==> config.mk <==
export PLATFORM = sky130hd
export DESIGN_NAME = rsm_ctrl
export DESIGN_NICKNAME = d
export VERILOG_FILES = /design/src/rtl/rsm_pkg.sv /design/src/rtl/rsm_ctrl.sv
export SDC_FILE = /design/constraint.sdc
export NUM_CORES = 1
export LEC_CHECK = 0
export ABC_AREA = 0
export BUFFER_PORTS_ARGS = -buffer_cell sky130_fd_sc_hd__buf_2
export CORE_UTILIZATION = 45
export DETAILED_ROUTE_END_ITERATION = 6
export PLACE_DENSITY = 0.89
export SYNTH_ARGS = -nofsm -noshare
export SYNTH_HDL_FRONTEND = slang
export SYNTH_SLANG_ARGS = --single-unit
export TNS_END_PERCENT = 100
==> constraint.sdc <==
create_clock -name CLOCK -period 2.4 [get_ports CLOCK]
set_clock_uncertainty 0.1 [all_clocks]
set_input_delay 0.24 -clock CLOCK [delete_from_list [all_inputs] [get_ports CLOCK]]
set_output_delay 0.24 -clock CLOCK [all_outputs]
set_load 0.03 [all_outputs]
==> src/rtl/rsm_pkg.sv <==
// Package for the reset and supply monitor controller: map, fields, states, timing
package rsm_pkg;
   localparam int          ADDR_W         = 8;
   localparam logic [7:0]  OFS_MON_CTRL   = 8'h00;
   localparam logic [7:0]  OFS_RST_CAUSE  = 8'h04;
   localparam logic [7:0]  OFS_PMU_MODE   = 8'h08;
   // Supply monitor control fields
   localparam int          BIT_MON_EN     = 7;
   localparam int          BIT_RST_STAT   = 6;
   localparam int          BIT_WARN_OK    = 5;
   localparam int          BIT_WARN_IE    = 3;
   localparam logic        WARN_IE_RST    = 1'b1;
   // Reset cause fields
   localparam int          BIT_PIN_FLAG   = 0;
   localparam int          BIT_POR_FLAG   = 1;
   localparam int          BIT_SW_RST     = 4;
   localparam int          BIT_FERR_FLAG  = 6;
   // Power unit mode fields
   localparam int          BIT_POR_POR_MONITOR_DISABLE = 5;
   // Values presented on leaving or during reset
   localparam logic [7:0]  PORT_RST_VAL   = 8'hFF;
   localparam logic [15:0] RESET_VECTOR   = 16'h0000;
   localparam logic [3:0]  WDT_DIVIDE     = 4'hC;
   // Power-on release delay
   localparam int          CLK_MHZ        = 100;
   localparam int          POR_DELAY_US   = 7000;
   localparam int          POR_DELAY_CYC  = POR_DELAY_US * CLK_MHZ;
   localparam int          CNT_W          = 20;

   typedef enum logic [3:0] {
      RSM_ST_POR   = 4'h1,
      RSM_ST_PFAIL = 4'h2,
      RSM_ST_WARM  = 4'h4,
      RSM_ST_RUN   = 4'h8
   } rsm_state_t;

   typedef struct packed {
      logic        psel;
      logic        penable;
      logic        pwrite;
      logic [7:0]  paddr;
      logic [31:0] pwdata;
   } rsm_apb_req_t;

   typedef struct packed {
      logic        above_por;
      logic        above_rst;
      logic        above_warn;
   } rsm_supply_t;

   typedef struct packed {
      logic [7:0]  port_latch;
      logic        port_open_drain;
      logic        weak_pullup_en;
   } rsm_port_t;
endpackage

==> src/rtl/rsm_ctrl.sv <==
// Reset and supply monitor controller with APB register access
`timescale 1ns/1ps
module rsm_ctrl #(
   parameter int POR_DELAY = rsm_pkg::POR_DELAY_CYC
) (
   // Clock, reset, enable
   input  wire logic                  CLOCK,
   input  wire logic                  NRST,
   input  wire logic                  CE,
   // APB slave
   input  wire rsm_pkg::rsm_apb_req_t APB_REQ,
   output logic [31:0]                PRDATA,
   output logic                       PREADY,
   output logic                       PSLVERR,
   // Analog comparators and reset pin
   input  wire rsm_pkg::rsm_supply_t  SUPPLY,
   input  wire logic                  RST_PIN_IN,
   output logic                       RST_PIN_OUT,
   output logic                       RST_PIN_OE,
   // Power management and flash
   input  wire logic                  SLEEP,
   input  wire logic                  FLASH_WR_REQ,
   // Core side
   output logic                       CORE_HALT,
   output logic                       IRQ_TIMER_DISABLE,
   output logic                       SP_RESET,
   output logic                       RAM_VALID,
   output rsm_pkg::rsm_port_t         PORT_CTRL,
   output logic                       PC_CLEAR,
   output logic [15:0]                FETCH_ADDR,
   output logic                       CLK_SEL_INTERNAL,
   output logic                       WDT_ENABLE,
   output logic [3:0]                 WDT_DIV,
   output logic                       MON_ACTIVE,
   output logic                       POR_MON_ACTIVE,
   output logic                       EARLY_WARN_IRQ
);
   import rsm_pkg::*;

   typedef struct packed {
      rsm_state_t       st;
      logic [CNT_W-1:0] cnt;
      logic             mon_en;
      logic             mon_sel;
      logic             mon_dis;
      logic             warn_ie;
      logic             por_flag;
      logic             pin_flag;
      logic             ferr_flag;
      logic             ok_r;
      logic             stat_r;
      logic             ram_valid;
      logic             exit_p;
      logic             wdt_en;
      logic [31:0]      prdata;
   } rsm_regs_t;

   rsm_regs_t r_r;
   rsm_regs_t r_nxt;

   localparam logic [CNT_W-1:0] DELAY_LAST = CNT_W'(POR_DELAY - 1);

   // Monitor may only trip while enabled, selected and not sleeping
   function automatic logic mon_trips(input logic en, input logic sel,
                                      input logic slp, input logic above);
      mon_trips = en && sel && !slp && !above;
   endfunction

   function automatic logic [31:0] read_word(input rsm_regs_t s, input logic [7:0] a);
      read_word = 32'h0000_0000;
      case (a)
         OFS_MON_CTRL: begin
            read_word[BIT_MON_EN]   = s.mon_en;
            read_word[BIT_RST_STAT] = s.stat_r;
            read_word[BIT_WARN_OK]  = s.ok_r;
            read_word[BIT_WARN_IE]  = s.warn_ie;
         end
         OFS_RST_CAUSE: begin
            read_word[BIT_PIN_FLAG]  = s.pin_flag;
            read_word[BIT_POR_FLAG]  = s.por_flag;
            read_word[BIT_FERR_FLAG] = s.ferr_flag;
         end
         OFS_PMU_MODE: begin
            read_word[BIT_POR_POR_MONITOR_DISABLE] = s.mon_dis;
         end
         default: begin
            read_word = 32'h0000_0000;
         end
      endcase
   endfunction

   logic mapped;
   logic wr_acc;
   logic rd_setup;
   logic pin_req;
   logic sw_req;
   logic ferr_req;
   logic warm_req;

   always_comb begin
      mapped   = (APB_REQ.paddr == OFS_MON_CTRL) || (APB_REQ.paddr == OFS_RST_CAUSE)
                 || (APB_REQ.paddr == OFS_PMU_MODE);
      wr_acc   = APB_REQ.psel && APB_REQ.penable && APB_REQ.pwrite && mapped;
      rd_setup = APB_REQ.psel && !APB_REQ.penable && !APB_REQ.pwrite;
      // Own drive of the pin must not look like an external reset
      pin_req  = !RST_PIN_IN && !RST_PIN_OE;
      sw_req   = wr_acc && (APB_REQ.paddr == OFS_RST_CAUSE) && APB_REQ.pwdata[BIT_SW_RST];
      ferr_req = FLASH_WR_REQ && !r_r.mon_en;
      warm_req = pin_req || sw_req || ferr_req;
   end

   always_comb begin
      r_nxt        = r_r;
      r_nxt.exit_p = 1'b0;
      r_nxt.ok_r   = SUPPLY.above_warn;
      r_nxt.stat_r = SUPPLY.above_rst;
      if (rd_setup) begin
         r_nxt.prdata = read_word(r_r, APB_REQ.paddr);
      end
      case (r_r.st)
         RSM_ST_POR: begin
            // Delay restarts whenever the supply dips under the threshold
            if (!SUPPLY.above_por) begin
               r_nxt.cnt = '0;
            end else if (r_r.cnt == DELAY_LAST) begin
               r_nxt.st       = RSM_ST_RUN;
               r_nxt.cnt      = '0;
               r_nxt.exit_p   = 1'b1;
               r_nxt.por_flag = 1'b1;
               r_nxt.mon_en   = 1'b1;
               r_nxt.mon_sel  = 1'b1;
               r_nxt.mon_dis  = 1'b0;
            end else begin
               r_nxt.cnt = r_r.cnt + CNT_W'(1);
            end
         end
         RSM_ST_PFAIL: begin
            if (!SUPPLY.above_por) begin
               r_nxt.st  = RSM_ST_POR;
               r_nxt.cnt = '0;
            end else if (SUPPLY.above_rst) begin
               r_nxt.st       = RSM_ST_RUN;
               r_nxt.exit_p   = 1'b1;
               r_nxt.por_flag = 1'b1;
               r_nxt.mon_en   = 1'b1;
               r_nxt.mon_sel  = 1'b1;
            end
         end
         RSM_ST_WARM: begin
            // Monitor enable and selection untouched here
            if (!SUPPLY.above_por) begin
               r_nxt.st  = RSM_ST_POR;
               r_nxt.cnt = '0;
            end else if (RST_PIN_IN) begin
               r_nxt.st       = RSM_ST_RUN;
               r_nxt.exit_p   = 1'b1;
               r_nxt.por_flag = 1'b0;
            end
         end
         RSM_ST_RUN: begin
            if (!SUPPLY.above_por) begin
               r_nxt.st        = RSM_ST_POR;
               r_nxt.cnt       = '0;
               r_nxt.ram_valid = 1'b0;
            end else if (mon_trips(r_r.mon_en, r_r.mon_sel, SLEEP, SUPPLY.above_rst)) begin
               r_nxt.st        = RSM_ST_PFAIL;
               r_nxt.ram_valid = 1'b0;
            end else if (warm_req && r_r.mon_dis) begin
               r_nxt.st        = RSM_ST_POR;
               r_nxt.cnt       = '0;
               r_nxt.ram_valid = 1'b0;
            end else if (warm_req) begin
               r_nxt.st        = RSM_ST_WARM;
               r_nxt.pin_flag  = pin_req;
               r_nxt.ferr_flag = ferr_req && !pin_req;
            end
         end
         default: begin
            r_nxt.st  = RSM_ST_POR;
            r_nxt.cnt = '0;
         end
      endcase
      // Register writes only land while software is running
      if (wr_acc && r_r.st == RSM_ST_RUN && r_nxt.st == RSM_ST_RUN) begin
         case (APB_REQ.paddr)
            OFS_MON_CTRL: begin
               r_nxt.mon_en  = APB_REQ.pwdata[BIT_MON_EN];
               r_nxt.warn_ie = APB_REQ.pwdata[BIT_WARN_IE];
            end
            OFS_RST_CAUSE: begin
               // Selection follows the power-on flag bit
               r_nxt.mon_sel = APB_REQ.pwdata[BIT_POR_FLAG];
            end
            OFS_PMU_MODE: begin
               r_nxt.mon_dis = APB_REQ.pwdata[BIT_POR_POR_MONITOR_DISABLE];
            end
            default: begin
               r_nxt.mon_dis = r_r.mon_dis;
            end
         endcase
      end
      // warn_ie and wdt_en reset values reload in every reset; mon_en and mon_sel keep theirs in a warm reset
      if (r_r.st != RSM_ST_RUN) begin
         r_nxt.warn_ie = WARN_IE_RST;
         r_nxt.wdt_en  = 1'b0;
      end
      if (r_nxt.exit_p) begin
         r_nxt.wdt_en = 1'b1;
      end
      if (r_r.st == RSM_ST_RUN && r_r.exit_p) begin
         r_nxt.ram_valid = 1'b1;
      end
   end

   always_ff @(posedge CLOCK or negedge NRST) begin
      if (!NRST) begin
         r_r           <= '0;
         r_r.st        <= RSM_ST_POR;
         r_r.mon_en    <= 1'b1;
         r_r.mon_sel   <= 1'b1;
         r_r.warn_ie   <= WARN_IE_RST;
      end else if (CE) begin
         r_r <= r_nxt;
      end
   end

   // Zero-wait slave: read data captured in setup, answered in access
   assign PREADY  = 1'b1;
   assign PSLVERR = APB_REQ.psel && APB_REQ.penable && !mapped;
   assign PRDATA  = r_r.prdata;

   always_comb begin
      CORE_HALT         = (r_r.st != RSM_ST_RUN);
      IRQ_TIMER_DISABLE = CORE_HALT;
      SP_RESET          = CORE_HALT;
      RAM_VALID         = r_r.ram_valid;
      // Pin driven low only for power-on and power-fail
      RST_PIN_OUT       = 1'b0;
      RST_PIN_OE        = (r_r.st == RSM_ST_POR) || (r_r.st == RSM_ST_PFAIL);
      PORT_CTRL.port_latch      = PORT_RST_VAL;
      PORT_CTRL.port_open_drain = CORE_HALT;
      PORT_CTRL.weak_pullup_en  = 1'b1;
      PC_CLEAR          = r_r.exit_p;
      FETCH_ADDR        = RESET_VECTOR;
      CLK_SEL_INTERNAL  = CORE_HALT || r_r.exit_p;
      WDT_ENABLE        = r_r.wdt_en;
      WDT_DIV           = WDT_DIVIDE;
      // Sleep gates the monitor, stored bits restore on wake
      MON_ACTIVE        = r_r.mon_en && !SLEEP;
      POR_MON_ACTIVE    = !r_r.mon_dis;
      EARLY_WARN_IRQ    = r_r.warn_ie && !r_r.ok_r;
   end

   property p_pin_drive;
      @(posedge CLOCK) disable iff (!NRST || !CE)
      (r_r.st == RSM_ST_POR || r_r.st == RSM_ST_PFAIL) |-> RST_PIN_OE && !RST_PIN_OUT;
   endproperty
   a_pin_drive: assert property (p_pin_drive) else $error("reset pin not driven");

   property p_por_hold;
      @(posedge CLOCK) disable iff (!NRST || !CE)
      (r_r.st == RSM_ST_POR && !SUPPLY.above_por) |=> r_r.st == RSM_ST_POR && r_r.cnt == '0;
   endproperty
   a_por_hold: assert property (p_por_hold) else $error("left power-on early");

   property p_hard_exit;
      @(posedge CLOCK) disable iff (!NRST || !CE)
      (r_r.st == RSM_ST_RUN && $past(r_r.st) != RSM_ST_RUN && $past(r_r.st) != RSM_ST_WARM)
      |-> r_r.por_flag && r_r.mon_en && r_r.mon_sel;
   endproperty
   a_hard_exit: assert property (p_hard_exit) else $error("hard exit state wrong");

   property p_warm_exit;
      @(posedge CLOCK) disable iff (!NRST || !CE)
      (r_r.st == RSM_ST_WARM && RST_PIN_IN && SUPPLY.above_por)
      |=> r_r.st == RSM_ST_RUN && !r_r.por_flag && r_r.mon_en == $past(r_r.mon_en);
   endproperty
   a_warm_exit: assert property (p_warm_exit) else $error("warm exit wrong");

   property p_pfail_enter;
      @(posedge CLOCK) disable iff (!NRST || !CE)
      (r_r.st == RSM_ST_RUN && SUPPLY.above_por && r_r.mon_en && r_r.mon_sel && !SLEEP
       && !SUPPLY.above_rst) |=> r_r.st == RSM_ST_PFAIL ##1 !RAM_VALID;
   endproperty
   a_pfail_enter: assert property (p_pfail_enter) else $error("no power-fail reset");

   property p_sleep_guard;
      @(posedge CLOCK) disable iff (!NRST || !CE)
      (r_r.st == RSM_ST_RUN && SLEEP) |=> r_r.st != RSM_ST_PFAIL;
   endproperty
   a_sleep_guard: assert property (p_sleep_guard) else $error("fail reset in sleep");

   property p_pfail_fast;
      @(posedge CLOCK) disable iff (!NRST || !CE)
      (r_r.st == RSM_ST_PFAIL && SUPPLY.above_rst && SUPPLY.above_por)
      |=> r_r.st == RSM_ST_RUN ##1 r_r.wdt_en;
   endproperty
   a_pfail_fast: assert property (p_pfail_fast) else $error("power-fail delayed");

   property p_por_monitor_disable_por;
      @(posedge CLOCK) disable iff (!NRST || !CE)
      (r_r.st == RSM_ST_RUN && r_r.mon_dis && pin_req && SUPPLY.above_por
       && !mon_trips(r_r.mon_en, r_r.mon_sel, SLEEP, SUPPLY.above_rst))
      |=> r_r.st == RSM_ST_POR;
   endproperty
   a_por_monitor_disable_por: assert property (p_por_monitor_disable_por) else $error("no full power-on");

   property p_flash_err;
      @(posedge CLOCK) disable iff (!NRST || !CE)
      (r_r.st == RSM_ST_RUN && FLASH_WR_REQ && !r_r.mon_en) |=> CORE_HALT;
   endproperty
   a_flash_err: assert property (p_flash_err) else $error("flash error ignored");

   property p_warn_irq;
      @(posedge CLOCK) disable iff (!NRST || !CE)
      (!SUPPLY.above_warn && r_r.warn_ie && r_r.st == RSM_ST_RUN && !wr_acc)
      |=> EARLY_WARN_IRQ;
   endproperty
   a_warn_irq: assert property (p_warn_irq) else $error("warning irq missing");

   property p_port_state;
      @(posedge CLOCK) disable iff (!NRST || !CE)
      CORE_HALT |-> PORT_CTRL.port_latch == PORT_RST_VAL && PORT_CTRL.port_open_drain
                    && PORT_CTRL.weak_pullup_en;
   endproperty
   a_port_state: assert property (p_port_state) else $error("port not in reset state");
endmodule

### After elaboration in Yosys (flattened, before gate mapping)

Cells that the tools add are included.
W data, S select, Z words.

| cells by class | value |
|---|---|
| reductions and logical operators | 52 |
| equality and inequality tests | 19 |
| muxes and demuxes | 54 |
| bitwise logic cells | 2 |
| add/sub/neg operators | 1 |

Operators by type and width:

| kind | number |
|---|---|
| $mux W20 | 5 |
| $pmux W24 S4 | 1 |
| $mux W4 | 10 |
| $mux W1 | 26 |
| $mux W24 | 1 |
| $add A20 B1 Y20 const B | 1 |
| $eq A20 B20 Y1 const B | 1 |
| $logic_and A1 B1 Y1 | 20 |
| $ne A2 B2 Y1 const B | 6 |
| $logic_not A1 Y1 | 11 |
| $ne A3 B3 Y1 const B | 3 |
| $reduce_and A3 Y1 | 3 |
| $eq A4 B4 Y1 const B | 2 |
| $eq A8 B3 Y1 const B | 1 |
| $eq A8 B4 Y1 const B | 1 |
| $logic_not A8 Y1 | 1 |
| $reduce_and A8 Y1 | 1 |
| $reduce_bool A2 Y1 | 4 |
| $logic_or A1 B1 Y1 | 6 |
| $mux W2 | 3 |
| $mux W3 | 2 |
| $pmux W1 S2 | 3 |
| $pmux W1 S3 | 2 |
| $reduce_and A2 Y1 | 3 |
| 10 further kinds | 11 |

| storage, ports and cells | value |
|---|---|
| bits in registers | 42 |
| bits of input ports | 52 |

### Depth between registers and ports, before layout

Gate-level depths: netlist of the first run.

| depth | value |
|---|---|
| depth after elaboration | 17 |
| gate-level depth with buffers | 9 |
| depth with buffers taken out | 7 |

### Least setup slack after synthesis of the first run

No wires, ideal clock.

| timing path | value |
|---|---|
| path type | register -> register |
| start | reg r_r[66] (netlist name) |
| end | reg r_r[44] (netlist name) |
| stages on the path, launching flop included | 10 |
| arrival time | 2.117 ns |
| path slack | 0.105 ns |
| required time | 2.223 ns |
| path buffers | 2 |
| cell sequence | dfrtp_1 -> buf_6 -> nor4b_4 -> inv_1 -> a21oi_1 -> nand2_1 -> a31oi_2 -> buf_6 -> a21oi_2 -> a21oi_1 |

| on the way | value |
|---|---|
| cells in the longest elaborated chain, start to end | 9 |
| elaborated cells on any way between the ends | 14 |

Ends and longest elaborated chain:

| item | line | text |
|---|---|---|
| from (decl) | rsm_ctrl.sv:58 | `rsm_regs_t r_r;` |
| from (signal assigned) | rsm_ctrl.sv:223 | `r_r <= r_nxt;` |
| $eq A4 B1 Y1 / $eq A4 B2 Y1 (equally long branches) | rsm_ctrl.sv:120, rsm_ctrl.sv:239 |  |
| $logic_or A1 B1 Y1 | rsm_ctrl.sv:239 | `RST_PIN_OE = (r_r.st == RSM_ST_POR) \|\| (r_r.st == RSM_ST_PFAIL);` |
| $logic_not A1 Y1 | rsm_ctrl.sv:106 | `pin_req = !RST_PIN_IN && !RST_PIN_OE;` |
| $logic_and A1 B1 Y1 | rsm_ctrl.sv:106 |  |
| $logic_or A1 B1 Y1 (2 in a row) | rsm_ctrl.sv:109 | `warm_req = pin_req \|\| sw_req \|\| ferr_req;` |
| $logic_and A1 B1 Y1 | rsm_ctrl.sv:168 | `end else if (warm_req && r_r.mon_dis) begin` |
| $ne A3 B3 Y1 (no line) | - |  |
| $reduce_and A3 Y1 (no line) | - |  |

Parallel ways exist; a longest one is shown, timed or not.
A chain may end at the register's enable or synchronous reset.

### Worst setup path after layout of the first run

| timing path | value |
|---|---|
| start | reg r_r[64] (netlist name) |
| end | reg r_r[51] (netlist name) |

Same word-level chain as after synthesis.

==> results by group, run 1 <==
Logic synthesis
  • Netlist cell types: 58
  • Async SR Flop Fraction: 100%
  • Main combinational cell family by area after synthesis: compound AO/OA/AOI/OAI gates
  • Post-Synth Simple-Gate Area: 21.4%
  • Mux contribution to synthesized area: 2.30%
  • Synthesized area: 3270 um2
  • Synth Area in XOR/XNOR: 0.268%
  • Post-synth EDFFs: 0
  • Synth Area in Compound Gates: 22.9%
  • Prevailing post-synth register cell: dfrtp_1
  • Ys Warns: 0
  • #FFs+latches synth: 42
  • Avg Inst Size Synth: 8.60 um2
  • Seq/Total Area, Yosys: 32.3%
  • Adder-cell share of the synthesized area: 0.383%
  • Post-synthesis cell count: 380

Power and ir drop
  • Tot Pwr: 1.77 mW
  • Pleak: 1.61 nW
  • Cell Pwr Density: 500 nW/um2
  • Peak VDD IR: 222 uV

Floorplanning
  • Die Height: 87.2 um
  • # IOs: 128
  • FP Rows: 30
  • Core area: 6910 um2
  • Die width: 87.2 um
  • Starting Density: 47.3%
  • Die ar.: 7600 um2

Routing
  • DRT iter0 DRCs: 207
  • Final antenna-violating net count: 0
  • Number of remaining DRC errors: 0
  • Routed vias/inst: 5.58
  • Wirelength, routed: 7740 um
  • Number of iterations in the first detailed-routing pass: 5
  • Vias: 2909
  • Mean routed wirelength per cell: 14.9 um

Clocking
  • H-tree depth: 2
  • Clk buf depth: 2
  • Skew-Pair Late Insertion Delay: 0.30 ns
  • TritonCTS clock tree: yes
  • # clock sinks: 42
  • Clk pin slew, worst setup/hold paths: 0.09 ns
  • Post-cts hold buffer count: 0
  • Root Buffer: clkbuf_8
  • Num CTS Buffers: 5

Global route
  • Total grt overflow: 0
  • Antenna violations before repair: 0
  • Vias in the first global route: 2739
  • First-pass GRT wire length: 12100 um
  • Largest net degree at the start of global routing: 43
  • Gr usage total: 20.2%

Critical path
  • Worst EP arrival: 2.48 ns
  • Crit. End Element: flip-flop
  • Critical Path Source Type: flip-flop
  • Critical path required time: 2.54 ns
  • Crit-path max FO: 9
  • Worst Setup Path Type: reg2reg

Min path
  • Worst min-delay path class: in2async

Status
  • Status: finished with violations
  • Failing checks: hold timing

Final layout
  • Final instance area: 3540 um2
  • N_diodes: 0
  • Net count, final: 477
  • P&R area growth vs syn: 8.43%
  • Most common cell after layout, fill and taps aside: conb_1
  • Proportion of layout cells with a drive suffix above 1: 25.2%
  • FILL cells: 643
  • Most frequent cells in the layout: 57 x conb_1, 43 x buf_2, 38 x nand2_1

Timing
  • Least-Margin Pin Slew: 0.945 ns
  • Peak Freq: 0.428 GHz
  • Rel. slew slack: 37.0%
  • Fin. max-slew vios: 0
  • Fin. Hold Viols: 26
  • Fin crit share: 97.4%
  • RSZ-0062 raised after global routing: true
  • Final Setup Violations: 0
  • Final min period: 2.34 ns
  • WHS: -0.0224 ns
  • Final setup TNS: 0 ns

Placed design
  • DP Area: 3360 um2
  • Dpl hpwl: 5550 um
  • GPL Wtd Cong: 0.913
  • Input/output buffers: 43

Job
  • Max-cap violations: 0
==> cell type report <==
type	count	area (um2)	area share, %
multi-input combinational	297	1810	51.1
sequential	42	1060	30.0
timing repair buffer	65	393	11.1
tap	96	120	3.39
clock buffer	6	72.6	2.05
inverter	13	48.8	1.38
clock inverter	2	37.5	1.06
==> report_power, final <==
group / internal (mW) / switching (mW) / total (mW)
registers: 0.738 / 0.0297 / 0.768
logic: 0.118 / 0.317 / 0.435
clock network: 0.311 / 0.258 / 0.569
==> repair_timing <==
| action | 4_1_cts | 5_1_grt |
|---|---|---|
| setup endpoints to repair | 2 | 25 |
| buffers inserted | 0 | 2 |
| gates resized for setup | 1 | 12 |
| endpoints found under the hold margin | 0 | 0 |
==> per-layer routing <==
layer	global-route usage, %	share of wire, %	vias to the layer above
li1	-	-	1347
met1	23.2	40	1406
met2	36.2	52	141
met3	3.89	6.8	15
met4	9.69	1.4	0
met5	0	0	-
==> path summary, 6_finish.rpt <==
kind / endpoint / slack, ns / startpoint / cells after the start
worst max-delay path: r_r[51] / 0.06 / r_r[64] / 6
worst min-delay path: PC_CLEAR / -0.02 / NRST / 1
worst max register to register: r_r[51] / 0.06 / r_r[64] / 6
min in group CLOCK: r_r[43] / 0.06 / APB_REQ[7] / 3
max in group asynchronous: r_r[50] / 1.56 / NRST / 1
worst min register to register: PRDATA[6] / 0.39 / PRDATA[6] / 2
==> sequential cells by signal (all words and copies together) (netlist names) <==
name and cells:
r_r 33, PC_CLEAR 1, RAM_VALID 1, PRDATA 6
WDT_ENABLE 1
==> critical path, cell delays in order, from the launching register on <==
cell and delay, ns:
dfstp_2 0.58, or3b_4 0.41, or3_4 0.39, a21o_4 0.24, or3_1 0.34, o21ai_1 0.09
a22o_1 0.13
==> cell families (layout without fill, tap and decap cells) <==
kind of cell,after synthesis,count (layout)
other cells,2,57
buf+inv,96,86
compound gates,104,104
xor+xnor,1,1
mux,7,7
flops,42,42
simple gates,127,127
fa+ha+maj,1,1
==> cell usage after synthesis, types with 2 or more instances <==
cell,number,area share (%)
a31oi_1,10,1.9
a21oi_2,3,0.80
buf_2,4,0.61
nand3b_1,3,0.69
nand2_1,38,4.4
nand2b_1,4,0.77
clkbuf_1,5,0.57
o21a_1,2,0.46
dfrtp_1,38,29
o221ai_2,2,0.92
and3_1,9,1.7
a22o_1,15,4.0
nand3_1,12,1.8
a31o_2,2,0.54
o21ai_0,21,3.2
dfstp_2,4,3.2
a32o_1,3,0.92
conb_1,2,0.23
buf_4,70,16
nor3_1,9,1.4
or3_4,2,0.69
nor4bb_1,2,0.61
a21oi_1,15,2.3
a21o_1,5,1.1
o22ai_1,5,0.96
nand4_1,4,0.77
o41ai_1,3,0.80
mux2i_1,3,0.92
or3_1,5,0.96
nor2_1,19,2.2
nor4_1,7,1.3
nor2b_1,2,0.38
o211ai_1,5,1.1
and2_1,2,0.38
nor4b_1,2,0.54
a41oi_1,3,0.80
buf_6,4,1.4
mux2_2,4,1.4
inv_1,13,1.5
==> stage by stage <==
step,hold slack [ns],instances,util [%],setup slack (ns)
after global placement,0.320,511,48.7,0.0279
after detailed placement,0.331,511,48.7,-0.141
final,-0.0224,521,51.3,0.0630
after floorplan,-0.156,435,-,0.105
after CTS,0.00955,519,50.4,0.0175
after global routing,0.0585,521,51.3,-0.0309
Power figures use the tool's default switching activity.
==> run 2, diff against run 1 <==
--- a/constraint.sdc
+++ b/constraint.sdc
@@ -3,3 +3,3 @@
 set_input_delay 0.24 -clock CLOCK [delete_from_list [all_inputs] [get_ports CLOCK]]
 set_output_delay 0.24 -clock CLOCK [all_outputs]
-set_load 0.03 [all_outputs]
+set_load 0.1 [all_outputs]
==> results by group, run 2 (synthesis gave the netlist of run 1 again) <==
Final layout
  • Fin util: 51.4% (was 51.3%)
  • FILL cells: 650 (was 643)
  • Proportion of layout cells with a drive suffix above 1: 27.2% (was 25.2%)
  • Net count, final: 479 (was 477)
  • N_diodes: 0 (unchanged)
  • Largest register by flop count: r_r (unchanged)
  • Largest register FFs: 33 (unchanged)
  • Most frequent cells in the layout: 57 x conb_1, 43 x buf_2, 38 x nand2_1 (unchanged)
  • FF+latch area: 1060 um2 (about the same)
  • Final instance area: 3550 um2 (was 3540 um2)
  • Most common cell after layout, fill and taps aside: conb_1 (unchanged)
  • Area of the multi-input gates: 1820 um2 (was 1810 um2)
  • P&R area growth vs syn: 8.62% (was 8.43%)

Min path
  • Worst min-delay path class: in2async (unchanged)

Floorplanning
  • FP Rows: 30 (unchanged)
  • Die Height: 87.2 um (unchanged)
  • Die width: 87.2 um (unchanged)
  • Die ar.: 7600 um2 (unchanged)
  • # IOs: 128 (unchanged)
  • Starting Density: 47.3% (unchanged)
  • Core area: 6910 um2 (unchanged)

Critical path
  • Worst Setup Path Type: reg2reg (unchanged)
  • Critical path required time: 2.54 ns (about the same)
  • Worst EP arrival: 2.52 ns (was 2.48 ns)
  • Critical Path Source Type: flip-flop (unchanged)
  • Crit. End Element: flip-flop (unchanged)
  • Crit-path max FO: 7 (was 9)

Clocking
  • Root Buffer: clkbuf_8 (unchanged)
  • Skew-Pair Late Insertion Delay: 0.30 ns (about the same)
  • Num CTS Buffers: 5 (unchanged)
  • Clk pin slew, worst setup/hold paths: 0.09 ns (about the same)
  • # clock sinks: 42 (unchanged)
  • TritonCTS clock tree: yes (unchanged)
  • H-tree depth: 2 (unchanged)
  • Clk buf depth: 2 (unchanged)

Timing
  • Fin. max-slew vios: 0 (unchanged)
  • Fin. Hold Viols: 11 (was 26)
  • Fin crit share: 99.0% (was 97.4%)
  • Peak Freq: 0.421 GHz (was 0.428 GHz)
  • Rel. slew slack: 35.0% (was 37.0%)
  • Final setup TNS: 0 ns (unchanged)
  • WHS: -0.0122 ns (was -0.0224 ns)
  • Final Setup Violations: 0 (unchanged)
  • Least-Margin Pin Slew: 0.975 ns (was 0.945 ns)
  • RSZ-0062 raised after global routing: true (unchanged)
  • Final min period: 2.38 ns (was 2.34 ns)

Routing
  • Final antenna-violating net count: 0 (unchanged)
  • Mean routed wirelength per cell: 14.9 um (about the same)
  • DRT iter0 DRCs: 168 (was 207)
  • Number of iterations in the first detailed-routing pass: 5 (unchanged)
  • Vias: 2913 (was 2909)
  • Number of remaining DRC errors: 0 (unchanged)
  • Routed vias/inst: 5.57 (was 5.58)
  • Wirelength, routed: 7800 um (was 7740 um)

Power and ir drop
  • Pleak: 1.61 nW (about the same)
  • Tot Pwr: 2.09 mW (was 1.77 mW)
  • Cell Pwr Density: 588 nW/um2 (was 500 nW/um2)
  • Peak VDD IR: 232 uV (was 222 uV)

Placed design
  • GPL Wtd Cong: 0.927 (was 0.913)
  • Input/output buffers: 43 (unchanged)
  • DP Area: 3370 um2 (was 3360 um2)
  • Dpl hpwl: 5540 um (was 5550 um)

Status
  • Status: finished with violations (unchanged)
  • Failing checks: hold timing (unchanged)

Global route
  • Vias in the first global route: 2681 (was 2739)
  • Total grt overflow: 0 (unchanged)
  • First-pass GRT wire length: 12200 um (was 12100 um)
  • Antenna violations before repair: 0 (unchanged)
  • Gr usage total: 20.2% (about the same)
  • Largest net degree at the start of global routing: 43 (unchanged)

Job
  • Max-cap violations: 0 (unchanged)
run 2: worst paths after layout:
check                           startpoint    endpoint  slack, ns  depth (start not counted)
worst max-delay path               r_r[64]     r_r[51]       0.02                          6
worst min register to register   PRDATA[7]   PRDATA[7]       0.39                          2
worst min-delay path                  NRST  WDT_ENABLE      -0.01                          1
min in group CLOCK              APB_REQ[7]     r_r[43]       0.06                          3
worst max register to register     r_r[64]     r_r[51]       0.02                          6
max in group asynchronous             NRST     r_r[51]       1.54                          1
run 2: what timing repair did:
action	4_1_cts	5_1_grt
endpoints found under the setup margin	1	16
pin swaps	0	0
resized for setup	2	13
gates cloned	0	0
hold buffers	0	0
setup buffers	0	3
run 2: layout make-up:
| class | instances | area share [%] |
|---|---|---|
| multi-input cells | 297 | 51.4 |
| flip-flops and latches | 42 | 30.0 |
| repair buffers | 67 | 11.2 |
| well taps | 96 | 3.39 |
| clock buffers | 5 | 1.94 |
| inverters | 13 | 1.38 |
| clock inverters | 3 | 0.705 |
run 2: per-layer routing:
metal,vias to the layer above,global-route usage [%],routed length (um)
met5,-,0,0
met1,1392,25.6,3260
met4,0,8.79,102
met3,16,3.13,594
li1,1352,-,-
met2,153,34.1,3840
run 2: stage by stage:
step | setup WS, ns | cells | hold WS [ns]
CTS | 0.0667 | 520 | 0.00603
floorplan | -0.232 | 435 | -0.156
finish | 0.0243 | 523 | -0.0122
global placement | 0.127 | 512 | 0.319
global route | -0.0223 | 523 | 0.0533
detailed placement | 0.0353 | 512 | 0.337
run 2: worst max-delay path: stages, from the launching register on:
cell and delay [ns]:
dfstp_2 0.57, or3b_4 0.42, or3_4 0.39, a21o_4 0.24, or3_1 0.35, o21ai_0 0.10, a22o_1 0.15
run 2: power breakdown:
part	leakage, nW	switching, mW	internal [mW]
combinational	1.01	0.696	0.126
sequential	0.547	0.0299	0.737
clock	0.0447	0.287	0.211
total	1.61	1.01	1.07
